[src/hdl/lps_pkg.sv]
// Package for the segment PWM sequencer and ambient-light floor core.
// Assumes a single 25 MHz clock and registers loaded by the serial port logic outside.
package lps_pkg;
	// Register widths and field layout.
	localparam int          REG_W          = 8;     // Every control register is one byte.
	localparam int          DUTY_W         = 5;     // Duty field, bits 4 to 0.
	localparam int          FLOOR_W        = 4;     // Floor code, bits 3 to 0.
	localparam int          CUR_W          = 8;     // Width of the regulated current code.
	localparam int          NCH            = 3;     // Number of segment channels.
	localparam logic [7:0]  FLOOR_RESET    = 8'h00; // Floor register reset value.
	localparam logic [7:0]  FLOOR_MASK     = 8'h0f; // Reserved upper bits read as zero.
	// PWM frame: 32 slots of 3.125 percent each.
	localparam logic [4:0]  SLOT_LAST      = 5'h1f; // Last slot of a frame.
	localparam logic [4:0]  DUTY_FULL      = 5'h1f; // Highest duty code, treated as full power.
	// Strategy codes on the two-bit configuration input.
	localparam logic [1:0]  STRAT_SYNC     = 2'h0;  // All channels locked together.
	localparam logic [1:0]  STRAT_CHAIN    = 2'h1;  // Each waits for the previous at full power.
	localparam logic [1:0]  STRAT_INDEP    = 2'h2;  // Shared ramp, independent enables.
	localparam logic [1:0]  STRAT_FREE     = 2'h3;  // Arbitrary duty and timing.
	// Sequencer states, one-hot.
	typedef enum logic [2:0] {
		SQ_OFF  = 3'b001,
		SQ_MAIN = 3'b010,
		SQ_RUN  = 3'b100
	} lps_seq_e;
endpackage : lps_pkg

[src/hdl/lps_floor_clamp.sv]
// Floor clamp: maps the four-bit floor code through a logarithmic table.
// Assumes the requested current code comes from the photo regulator on the same clock.
module lps_floor_clamp
	import lps_pkg::*;
(
	// Inputs.
	input  wire logic [lps_pkg::FLOOR_W-1:0] i_code,
	input  wire logic [lps_pkg::CUR_W-1:0]   i_req,
	input  wire logic                        i_active,
	// Output.
	output logic      [lps_pkg::CUR_W-1:0]   o_cur
);
	import lps_pkg::*;

	logic [CUR_W-1:0] floor_val; // Current floor after the table.

	// Table roughly doubles every two codes; code zero still gives one step so o_cur never drops to zero while regulation runs.
	always_comb begin
		case (i_code)
			4'h0: floor_val = 8'h01;
			4'h1: floor_val = 8'h02;
			4'h2: floor_val = 8'h03;
			4'h3: floor_val = 8'h04;
			4'h4: floor_val = 8'h06;
			4'h5: floor_val = 8'h08;
			4'h6: floor_val = 8'h0b;
			4'h7: floor_val = 8'h10;
			4'h8: floor_val = 8'h16;
			4'h9: floor_val = 8'h20;
			4'ha: floor_val = 8'h2d;
			4'hb: floor_val = 8'h40;
			4'hc: floor_val = 8'h5a;
			4'hd: floor_val = 8'h80;
			4'he: floor_val = 8'hb5;
			default: floor_val = 8'hff;
		endcase
	end

	// Raise the request to the floor only while regulation runs.
	always_comb begin
		o_cur = i_req;
		if (i_active && (i_req < floor_val)) begin
			o_cur = floor_val;
		end
	end
endmodule : lps_floor_clamp

[src/hdl/lps_seq_core.sv]
// Segment PWM sequencer with undervoltage shutdown and ambient floor.
// Assumes byte registers are written by the serial port logic on the same clock,
// and that the lockout and main-display flags arrive asynchronously from analog.
module lps_seq_core
	import lps_pkg::*;
(
	// Clock and reset.
	input  wire logic                       i_ref_clk,
	input  wire logic                       i_sys_rst,
	// Register port.
	input  wire logic                       i_floor_we,
	input  wire logic [lps_pkg::REG_W-1:0]  i_floor_wdata,
	input  wire logic [lps_pkg::REG_W-1:0]  i_duty_a,
	input  wire logic [lps_pkg::REG_W-1:0]  i_duty_b,
	input  wire logic [lps_pkg::REG_W-1:0]  i_duty_c,
	input  wire logic [lps_pkg::NCH-1:0]    i_seg_en,
	input  wire logic [1:0]                 i_strategy,
	// Analog status, asynchronous.
	input  wire logic                       i_supply_low_lockout,
	input  wire logic                       i_main_lit,
	// Ambient regulation.
	input  wire logic                       i_photo_active,
	input  wire logic [lps_pkg::CUR_W-1:0]  i_photo_req,
	// Outputs.
	output logic [lps_pkg::REG_W-1:0]       o_floor_rdata,
	output logic                            o_main_en,
	output logic [lps_pkg::NCH-1:0]         o_seg_pwm,
	output logic [lps_pkg::CUR_W-1:0]       o_led_peak_current
);
	import lps_pkg::*;

	// Two-stage synchronisers for the analog flags.
	// Only the second stage feeds logic, so a metastable first stage never fans out.
	logic [1:0] uvlo_sync_q, uvlo_sync_d;  // Lockout synchroniser.
	logic [1:0] lit_sync_q, lit_sync_d;    // Main display status synchroniser.
	logic       uvlo;                      // Synchronised lockout.
	logic       lit;                       // Synchronised main-lit status.

	always_comb begin
		uvlo_sync_d = {uvlo_sync_q[0], i_supply_low_lockout};
		lit_sync_d  = {lit_sync_q[0], i_main_lit};
	end

	// The lockout synchroniser comes up asserted and the lit one cleared, so nothing drives until supply is seen good.
	always_ff @(posedge i_ref_clk or posedge i_sys_rst) begin
		if (i_sys_rst) begin
			uvlo_sync_q <= 2'h3;
			lit_sync_q  <= 2'h0;
		end else begin
			uvlo_sync_q <= uvlo_sync_d;
			lit_sync_q  <= lit_sync_d;
		end
	end
	assign uvlo = uvlo_sync_q[1];
	assign lit  = lit_sync_q[1];

	// Floor register, only the low nibble is stored.
	// The upper nibble is not stored in floor_q and is loaded as zero into the readback register, so it cannot leak into readback.
	logic [FLOOR_W-1:0] floor_q, floor_d; // Floor code.

	always_comb begin
		floor_d = floor_q;
		if (i_floor_we) begin
			floor_d = i_floor_wdata[FLOOR_W-1:0];
		end
	end

	// Sequencer state.
	lps_seq_e  state_q, state_d; // Power-up sequencer.
	logic [4:0] slot_q, slot_d;  // Shared PWM frame slot.
	logic [NCH-1:0] run_q, run_d; // Per-channel running flag.
	logic [NCH-1:0] full_q, full_d; // Channel has completed a full-power frame.
	logic [DUTY_W-1:0] duty [NCH]; // Duty fields, reserved bits dropped.
	logic [NCH-1:0] pwm_d;       // Next PWM output levels.
	logic [CUR_W-1:0] clamp_cur; // Floored current request.
	logic [CUR_W-1:0] cur_d;     // Next current output.
	logic main_d;                // Next main display enable.

	assign duty[0] = i_duty_a[DUTY_W-1:0];
	assign duty[1] = i_duty_b[DUTY_W-1:0];
	assign duty[2] = i_duty_c[DUTY_W-1:0];

	// Main display first, then segment channels; lockout aborts from any state.
	// Leaving lockout always passes through the main state again, so the main display
	// is relit before any segment returns.
	always_comb begin
		state_d = state_q;
		case (state_q)
			SQ_OFF:  if (!uvlo) state_d = SQ_MAIN;
			SQ_MAIN: if (uvlo) state_d = SQ_OFF; else if (lit) state_d = SQ_RUN;
			SQ_RUN:  if (uvlo || !lit) state_d = uvlo ? SQ_OFF : SQ_MAIN;
			default: state_d = SQ_OFF;
		endcase
	end

	// One frame counter, held at zero outside the run state, gives all channels the same edges.
	// It wraps every 32 cycles, which is the PWM frame length.
	always_comb begin
		slot_d = (state_q == SQ_RUN) ? slot_q + 5'h01 : 5'h00;
	end

	// Per-channel enable and PWM compare, one slice per channel.
	for (genvar c = 0; c < NCH; c++) begin : g_ch
		logic prev_ok; // Chain condition from the preceding channel.
		if (c == 0) begin : g_first
			assign prev_ok = 1'b1;
		end else begin : g_rest
			assign prev_ok = full_q[c-1];
		end

		always_comb begin
			run_d[c]  = 1'b0;
			full_d[c] = 1'b0;
			if (state_q == SQ_RUN) begin
				case (i_strategy)
					STRAT_SYNC:  run_d[c] = &i_seg_en;
					// Chained channels start on a frame boundary, so the frame that sets the
					// full flag is always a whole one at top duty.
					STRAT_CHAIN: run_d[c] = i_seg_en[c] && (run_q[c] || (prev_ok && (slot_d == 5'h00)));
					STRAT_INDEP: run_d[c] = i_seg_en[c];
					default:     run_d[c] = i_seg_en[c];
				endcase
				// Full power is reached once a whole frame ran at top duty.
				full_d[c] = full_q[c] || (run_q[c] && (duty[c] == DUTY_FULL) && (slot_q == SLOT_LAST));
				if (!run_d[c]) full_d[c] = 1'b0;
			end
			// Synchronized mode uses channel zero's duty so timing is identical.
			if (i_strategy == STRAT_SYNC) begin
				pwm_d[c] = run_d[c] && (slot_d < duty[0]);
			end else begin
				pwm_d[c] = run_d[c] && (slot_d < duty[c]);
			end
		end
	end

	// The clamp is combinational; its result is registered with the other outputs.
	lps_floor_clamp i_lps_floor_clamp (
		.i_code   (floor_q),
		.i_req    (i_photo_req),
		.i_active (i_photo_active),
		.o_cur    (clamp_cur)
	);

	// Output next values; lockout forces everything off.
	always_comb begin
		main_d = (state_d != SQ_OFF);
		cur_d  = (state_d == SQ_OFF) ? 8'h00 : clamp_cur;
	end

	// Register all state and outputs.
	always_ff @(posedge i_ref_clk or posedge i_sys_rst) begin
		if (i_sys_rst) begin
			floor_q            <= 4'h0;
			state_q            <= SQ_OFF;
			slot_q             <= 5'h00;
			run_q              <= 3'h0;
			full_q             <= 3'h0;
			o_floor_rdata      <= FLOOR_RESET;
			o_main_en          <= 1'b0;
			o_seg_pwm          <= 3'h0;
			o_led_peak_current <= 8'h00;
		end else begin
			floor_q            <= floor_d;
			state_q            <= state_d;
			slot_q             <= slot_d;
			run_q              <= run_d;
			full_q             <= full_d;
			o_floor_rdata      <= {4'h0, floor_d} & FLOOR_MASK;
			o_main_en          <= main_d;
			o_seg_pwm          <= (state_d == SQ_RUN) ? pwm_d : 3'h0;
			o_led_peak_current <= cur_d;
		end
	end

	// Checks. Each |=> check looks at registered outputs one edge after the inputs that caused them,
	// which matches the single cycle of latency through the output registers.
	a_uvlo_off: assert property (@(posedge i_ref_clk) disable iff (i_sys_rst)
		uvlo |=> (o_seg_pwm == 3'h0) && !o_main_en) else $error("Outputs active during lockout.");
	a_main_first: assert property (@(posedge i_ref_clk) disable iff (i_sys_rst)
		(o_seg_pwm != 3'h0) |-> o_main_en && $past(lit)) else $error("Segment on before main display.");
	a_floor_res: assert property (@(posedge i_ref_clk) disable iff (i_sys_rst)
		o_floor_rdata[7:4] == 4'h0) else $error("Reserved floor bits set.");
	a_floor_wr: assert property (@(posedge i_ref_clk) disable iff (i_sys_rst)
		i_floor_we |=> o_floor_rdata[3:0] == $past(i_floor_wdata[3:0])) else $error("Floor write lost.");
	a_floor_min: assert property (@(posedge i_ref_clk) disable iff (i_sys_rst)
		(i_photo_active && state_d != SQ_OFF) |=> o_led_peak_current >= $past(i_photo_req)
		&& o_led_peak_current != 8'h00) else $error("Current below floor.");
	a_sync_same: assert property (@(posedge i_ref_clk) disable iff (i_sys_rst)
		(i_strategy == STRAT_SYNC) && $stable(i_strategy) |-> (o_seg_pwm == 3'h0 || o_seg_pwm == 3'h7))
		else $error("Synchronized channels differ.");
	a_chain_order: assert property (@(posedge i_ref_clk) disable iff (i_sys_rst)
		(i_strategy == STRAT_CHAIN) && !run_q[0] ##1 (i_strategy == STRAT_CHAIN) |-> !run_q[1])
		else $error("Chained channel started early.");
	a_indep_en: assert property (@(posedge i_ref_clk) disable iff (i_sys_rst)
		(i_strategy == STRAT_INDEP) && !i_seg_en[1] |=> !o_seg_pwm[1]) else $error("Disabled channel ran.");
	a_free_run: assert property (@(posedge i_ref_clk) disable iff (i_sys_rst)
		(i_strategy == STRAT_FREE) && state_q == SQ_RUN && i_seg_en[2] && !uvlo && lit |=> run_q[2])
		else $error("Free channel not running.");
	a_duty_zero: assert property (@(posedge i_ref_clk) disable iff (i_sys_rst)
		(i_strategy == STRAT_INDEP) && duty[2] == 5'h00 |=> !o_seg_pwm[2]) else $error("Zero duty drove pwm.");
	c_run: cover property (@(posedge i_ref_clk) disable iff (i_sys_rst) state_q == SQ_RUN);
	c_chain: cover property (@(posedge i_ref_clk) disable iff (i_sys_rst) i_strategy == STRAT_CHAIN && run_q[2]);
	c_uvlo: cover property (@(posedge i_ref_clk) disable iff (i_sys_rst) state_q == SQ_RUN ##1 state_q == SQ_OFF);
	// A dark main display must also mean no current and no segment drive.
	a_off_dark: assert property (@(posedge i_ref_clk) disable iff (i_sys_rst)
		!o_main_en |-> (o_led_peak_current == 8'h00) && (o_seg_pwm == 3'h0)) else $error("Current flows while off.");
	// Further covers: main display lost while running, and all locked channels lit together.
	c_main_lost: cover property (@(posedge i_ref_clk) disable iff (i_sys_rst)
		state_q == SQ_RUN ##1 state_q == SQ_MAIN);
	c_sync_on: cover property (@(posedge i_ref_clk) disable iff (i_sys_rst)
		i_strategy == STRAT_SYNC && o_seg_pwm == 3'h7);
endmodule : lps_seq_core

[config.mk]
export PLATFORM = sky130hd
export DESIGN_NAME = lps_seq_core
export DESIGN_NICKNAME = d
export VERILOG_FILES = /design/src/hdl/lps_pkg.sv /design/src/hdl/lps_floor_clamp.sv /design/src/hdl/lps_seq_core.sv
export SDC_FILE = /design/constraint.sdc
export NUM_CORES = 1
export LEC_CHECK = 0
export BUFFER_PORTS_ARGS = -buffer_cell sky130_fd_sc_hd__clkbuf_2
export CAP_MARGIN = 10
export CORE_ASPECT_RATIO = 1.2
export CORE_MARGIN = 5
export CORE_UTILIZATION = 53
export CTS_BUF_LIST = sky130_fd_sc_hd__clkbuf_8
export CTS_CLUSTER_SIZE = 10
export DETAILED_ROUTE_END_ITERATION = 7
export PLACE_DENSITY_LB_ADDON = 0.25
export SYNTH_ARGS = -nofsm -noshare
export SYNTH_HDL_FRONTEND = slang
export SYNTH_HIERARCHICAL = 1
export SYNTH_SLANG_ARGS = --single-unit
[constraint.sdc]
create_clock -name i_ref_clk -period 3.4 [get_ports i_ref_clk]
set_input_delay 0.51 -clock i_ref_clk [delete_from_list [all_inputs] [get_ports i_ref_clk]]
set_output_delay 0.51 -clock i_ref_clk [all_outputs]
set_load 0.1 [all_outputs]
Yosys cells after proc, flatten, opt, wreduce, memory -nomap -nowiden
Memory sizes are Yosys's and may differ from the RTL's.
Cells that the tools add are included.
- flip-flop bits (word level): 34
- memories kept: 1
- word-level logic and storage cells: 83
- bits in writable memories: 0
- memory bits (read-only): 128
- latch bits: 0
- memory list (memory ; depth ; bits a word ; read ports ; clocked after Yosys merged registers in ; write ports ; line ; source):
    (no name shown) ; 16 ; 8 ; 1 ; 0 ; 0 ; lps_floor_clamp.sv:19 ; case (i_code)
- divide/modulo/power cells: 0
- mux-type cells: 28
- bitwise logic cells: 0
- reduce and logical (&&, ||, !) cells: 28
- equal/unequal tests: 11
- multiply operators: 0
- magnitude comparators: 4
- shift-type cells: 0
- $add $sub $neg: 1
- operators by type and width (kind ; count):
    5-bit equality test, second input constant ; 4
    1-bit logical AND ; 17
    8-bit two-way mux ; 2
    5-bit less-than comparator ; 3
    3-bit two-way mux ; 5
    1-bit two-way mux ; 14
    3-bit one-hot mux with 3 select lines ; 1
    8-bit less-than comparator ; 1
    1-bit logical OR ; 7
    3-bit by 1-bit equality test with 1-bit output, second input constant ; 2
    3-bit equality test, second input constant ; 2
    1-bit one-hot mux with 2 select lines ; 3
    5-bit by 1-bit adder with 5-bit output, second input constant ; 1
    5-bit logical NOT ; 1
    5-bit two-way mux ; 1
    4-bit two-way mux ; 1
    3-bit by 2-bit equality test with 1-bit output, second input constant ; 1
    3-bit by 1-bit inequality test with 1-bit output, second input constant ; 1
    3-bit AND reduction ; 1
    2-bit by 1-bit equality test with 1-bit output, second input constant ; 1
    2-bit logical NOT ; 1
    2-bit two-way mux ; 1
    1-bit logical NOT ; 1

Depth between registers and ports, before layout
- depth after elaboration: 12
- mapped depth: 11
- gate-level depth less buffers: 11

Hierarchy
The synthesis kept the hierarchy.
- by module, submodules not included (module ; cells each ; sequential area each (µm²) ; instances ; area each (µm²)):
    lps_seq_core ; 156 ; 829.5 ; 1 ; 1675.4
    lps_floor_clamp ; 71 ; 0.0 ; 1 ; 533.0

Worst setup path before layout
No wires, ideal clock.
- kind: reg2reg
- from: reg, netlist name o_floor_rdata[0]
- to: reg o_led_peak_current[0] (netlist bit)
- period minus slack after synthesis: 3.524 ns
- slack: -0.124 ns
- library setup time: 0.119 ns
- cell stages (with the launch flop): 12
- data arrival time: 3.405 ns
- required time: 3.281 ns
- cell sequence: dfrtp_1 -> inv_1 -> ha_1 -> nor2b_1 -> a21o_1 -> a21oi_1 -> ha_1 -> nand3_1 -> a311oi_2 -> a211oi_4 -> mux2_4 -> and2_1
- RTL lines (element ; line ; source):
    end signal, assigned ; lps_seq_core.sv:171 ; o_led_peak_current <= cur_d;
    end, declared ; lps_seq_core.sv:28 ; output logic [lps_pkg::CUR_W-1:0] o_led_peak_current

==> results.ini <==
[power]
ir_drop_mv = 0.3306
powerDensity_nw_per_um2 = 443.4
p_leak_uw = 0.001399

[setup_path]
crit_type = reg -> reg
cp-end-kind = flip-flop
cp_max_fo = 7
startpoint_type = flip-flop
reg2reg_depth = 11
rrSetupSlack_ns = 0.55
r2r-end = o_led_peak_current[3]
r2r-start = o_floor_rdata[0]
cp_data_required_time_ns = 3.62
crit_arrival_ns = 3.06

[placement]
io_buffers = 53
dpl.hpwl_mm = 3.785
gp_routability_congestion = 0.8790
placedCellCount = 331

[synth]
syn_inst = 227
synth_warnings = 6
yosysSeqAreaShare = 0.3756
syn_area_per_cell_um2 = 9.728
synth.distinct_cells = 51
syn_area_um2 = 2208
synth_top_cell_area_share = 0.3399
synth-seq-cells = 33
synth_top_area_cell = dfrtp_1
synth_edf_count = 0
yosys-top-cells-area = dfrtp_1 (34%), ha_1 (15%), inv_1 (4.6%), mux2i_1 (4.1%), dfstp_2 (3.6%)
synthFlopType = dfrtp_1
async_reset_ff_frac = 1.000

[timing]
min_period_ns = 2.849
slew_viol_final = 0
fin_crit_sh = 0.8378
tightest_slew_ns = 0.8153
max_freq_mhz = 351.1
finClkSkew_ns = 0.005123
setup_violations = 0
rsz0062_at_grt = false
setup_tns_ns = 0
maxSlewHeadroom = 0.4559
hold_viol_final = 0

[clock_network]
cts_tree = done
post_cts.repair.setup_buffers = 0
root_buffer = clkbuf_8
clk_latency_ns = 0.28
hold_buffers = 0
htreeDepth = 2
clock_path_buffers = 2
cts_num_sinks = 33
cts_resized = 0
cts_buffers = 5
path_clk_slew_ns = 0.06

[worst_hold_path]
min_to = uvlo_sync_q[0]
min-delay-start = i_supply_low_lockout
hold_path.class = in -> reg
whs_path_depth = 1

[routing]
dr_total_vias = 1785
dr.first_iter.drc_count = 59
ant_nets = 0
drt-total-wl_mm = 4.605
dr.pass1.iters = 4
vias_per_cell = 5.265
wl_per_cell_um = 13.58
drcViolationCount = 0

[cells_and_area]
nets = 361
final_cells = 339
n_antenna_cell = 0
drive_above_1_share = 0.2982
syn_to_final_growth_pct = 19.49

[floorplan]
ios = 71
std_cell_rows = 25
initial_core_util = 0.5559
die_y_um = 80.71
die_w_um = 68.93
core_um2 = 3973
dieArea_um2 = 5563

[global_routing]
grt_pass1_wl_mm = 7.348
grt.overflow.total = 0
use_met2 = 0.3359
antenna_found_initial = 0
grt.busiest_layer = met2
grt.met1_usage = 0.1850
grt_max_degree = 23
grt_pass1_vias = 1751
grt.total_usage = 0.1799
gr-usage-met3 = 0.03916

[outcome]
status = finished clean

[job]
maxCapViolations = 0

[worst max-delay path, stage by stage (launching register included)]
cell	delay, ns
dfrtp_2	0.43
inv_1	0.11
ha_1	0.32
nor2b_1	0.16
o21ai_0	0.27
ha_1	0.30
a211oi_1	0.19
o21ai_0	0.17
a211oi_4	0.30
buf_4	0.22
mux2i_1	0.19
and2_1	0.13
[synth_stat cells (5+ instances only)]
cell,number
and2_1,10
nand3_1,10
ha_1,26
inv_1,27
nor2_1,14
mux2i_1,9
o21a_1,5
o21ai_0,6
dfrtp_1,30
nand2_1,10
a21oi_1,13
[logic make-up (layout without fill, tap and decap cells)]
family	count (synthesis)	count (layout)	share of synthesized area
adders and majority gates	26	26	0.1473
muxes	15	15	0.07309
xor gates and xnor gates	4	4	0.01587
other	1	4	0.001698
DFF	33	33	0.3756
buffers and inverters	36	91	0.06912
AOI/OAI and AO/OA	43	43	0.1365
and+or+nand+nor	69	69	0.1807
[flip-flops by register name (all words and copies together), names as in the netlist]
register	flops
slot_q	5
o_led_peak_current	8
full_q	2
o_floor_rdata	4
uvlo_sync_q	2
run_q	3
o_seg_pwm	3
o_main_en	1
lit_sync_q	2
state_q	3
[layout make-up]
class	instances	area (um^2)
tap	54	67.56
inverter	28	105.1
clock buffer	6	82.58
clock inverter	2	33.78
multi-input combinational	161	1237
sequential	33	832.0
fill	361	1334
timing repair buffer	55	280.3
[layer usage]
layer  routed length [um]  share of wire  vias to the layer above
met4                  119          0.026                        0
met5                    0              0                        -
met3                  255          0.055                       10
met1                 1780           0.39                      827
met2                 2450           0.53                       51
li1                     -              -                      897
[where the power goes]
group          switching, uW  leakage (uW)  internal, uW
Sequential              23.7      0.000428           419
Clock                    134     0.0000626           236
Combinational            256      0.000908           101
[worst max path at each step]
stage                          start                     to  slack [ns]  cells past startpoint
detailed placement  o_floor_rdata[0]  o_led_peak_current[3]        0.53                     11
global placement    o_floor_rdata[0]  o_led_peak_current[3]        0.57                     11
finish              o_floor_rdata[0]  o_led_peak_current[3]        0.55                     11
CTS                 o_floor_rdata[0]  o_led_peak_current[3]        0.52                     11
global route        o_floor_rdata[0]  o_led_peak_current[2]        0.32                     11
floorplan           o_floor_rdata[2]  o_led_peak_current[0]        0.11                     10
[through the flow]
step,instance area [um^2],utilization,setup slack (ns),hold slack (ns),power [uW]
4_1_cts,2639,0.6643,0.5186,0.3007,1183
3_3_place_gp,2522,0.6350,0.5672,0.3397,803.8
3_5_place_dp,2522,0.6350,0.5337,0.3411,809.2
5_1_grt,2639,0.6643,0.3153,0.2924,1232
2_1_floorplan,2222,-,0.1095,0.3312,732.0
6_report,2639,0.6643,0.5514,0.3094,1170
[placed cells by master (no fill, tap or decap), types with 3 or more instances in the layout]
cell type | Yosys | final
clkbuf_2 | 0 | 53
inv_1 | 27 | 28
dfrtp_1 | 30 | 28
ha_1 | 26 | 26
nor2_1 | 14 | 14
a21oi_1 | 13 | 13
nand2_1 | 10 | 10
nand3_1 | 10 | 10
and2_1 | 10 | 10
mux2i_1 | 9 | 9
o21ai_0 | 6 | 6
clkbuf_8 | 0 | 6
o21a_1 | 5 | 5
mux2_2 | 4 | 4
conb_1 | 1 | 4
a31oi_1 | 3 | 3
a21o_1 | 3 | 3
o211ai_1 | 3 | 3
nand4_1 | 3 | 3
dfstp_2 | 3 | 3
Power figures use the tool's default switching activity.
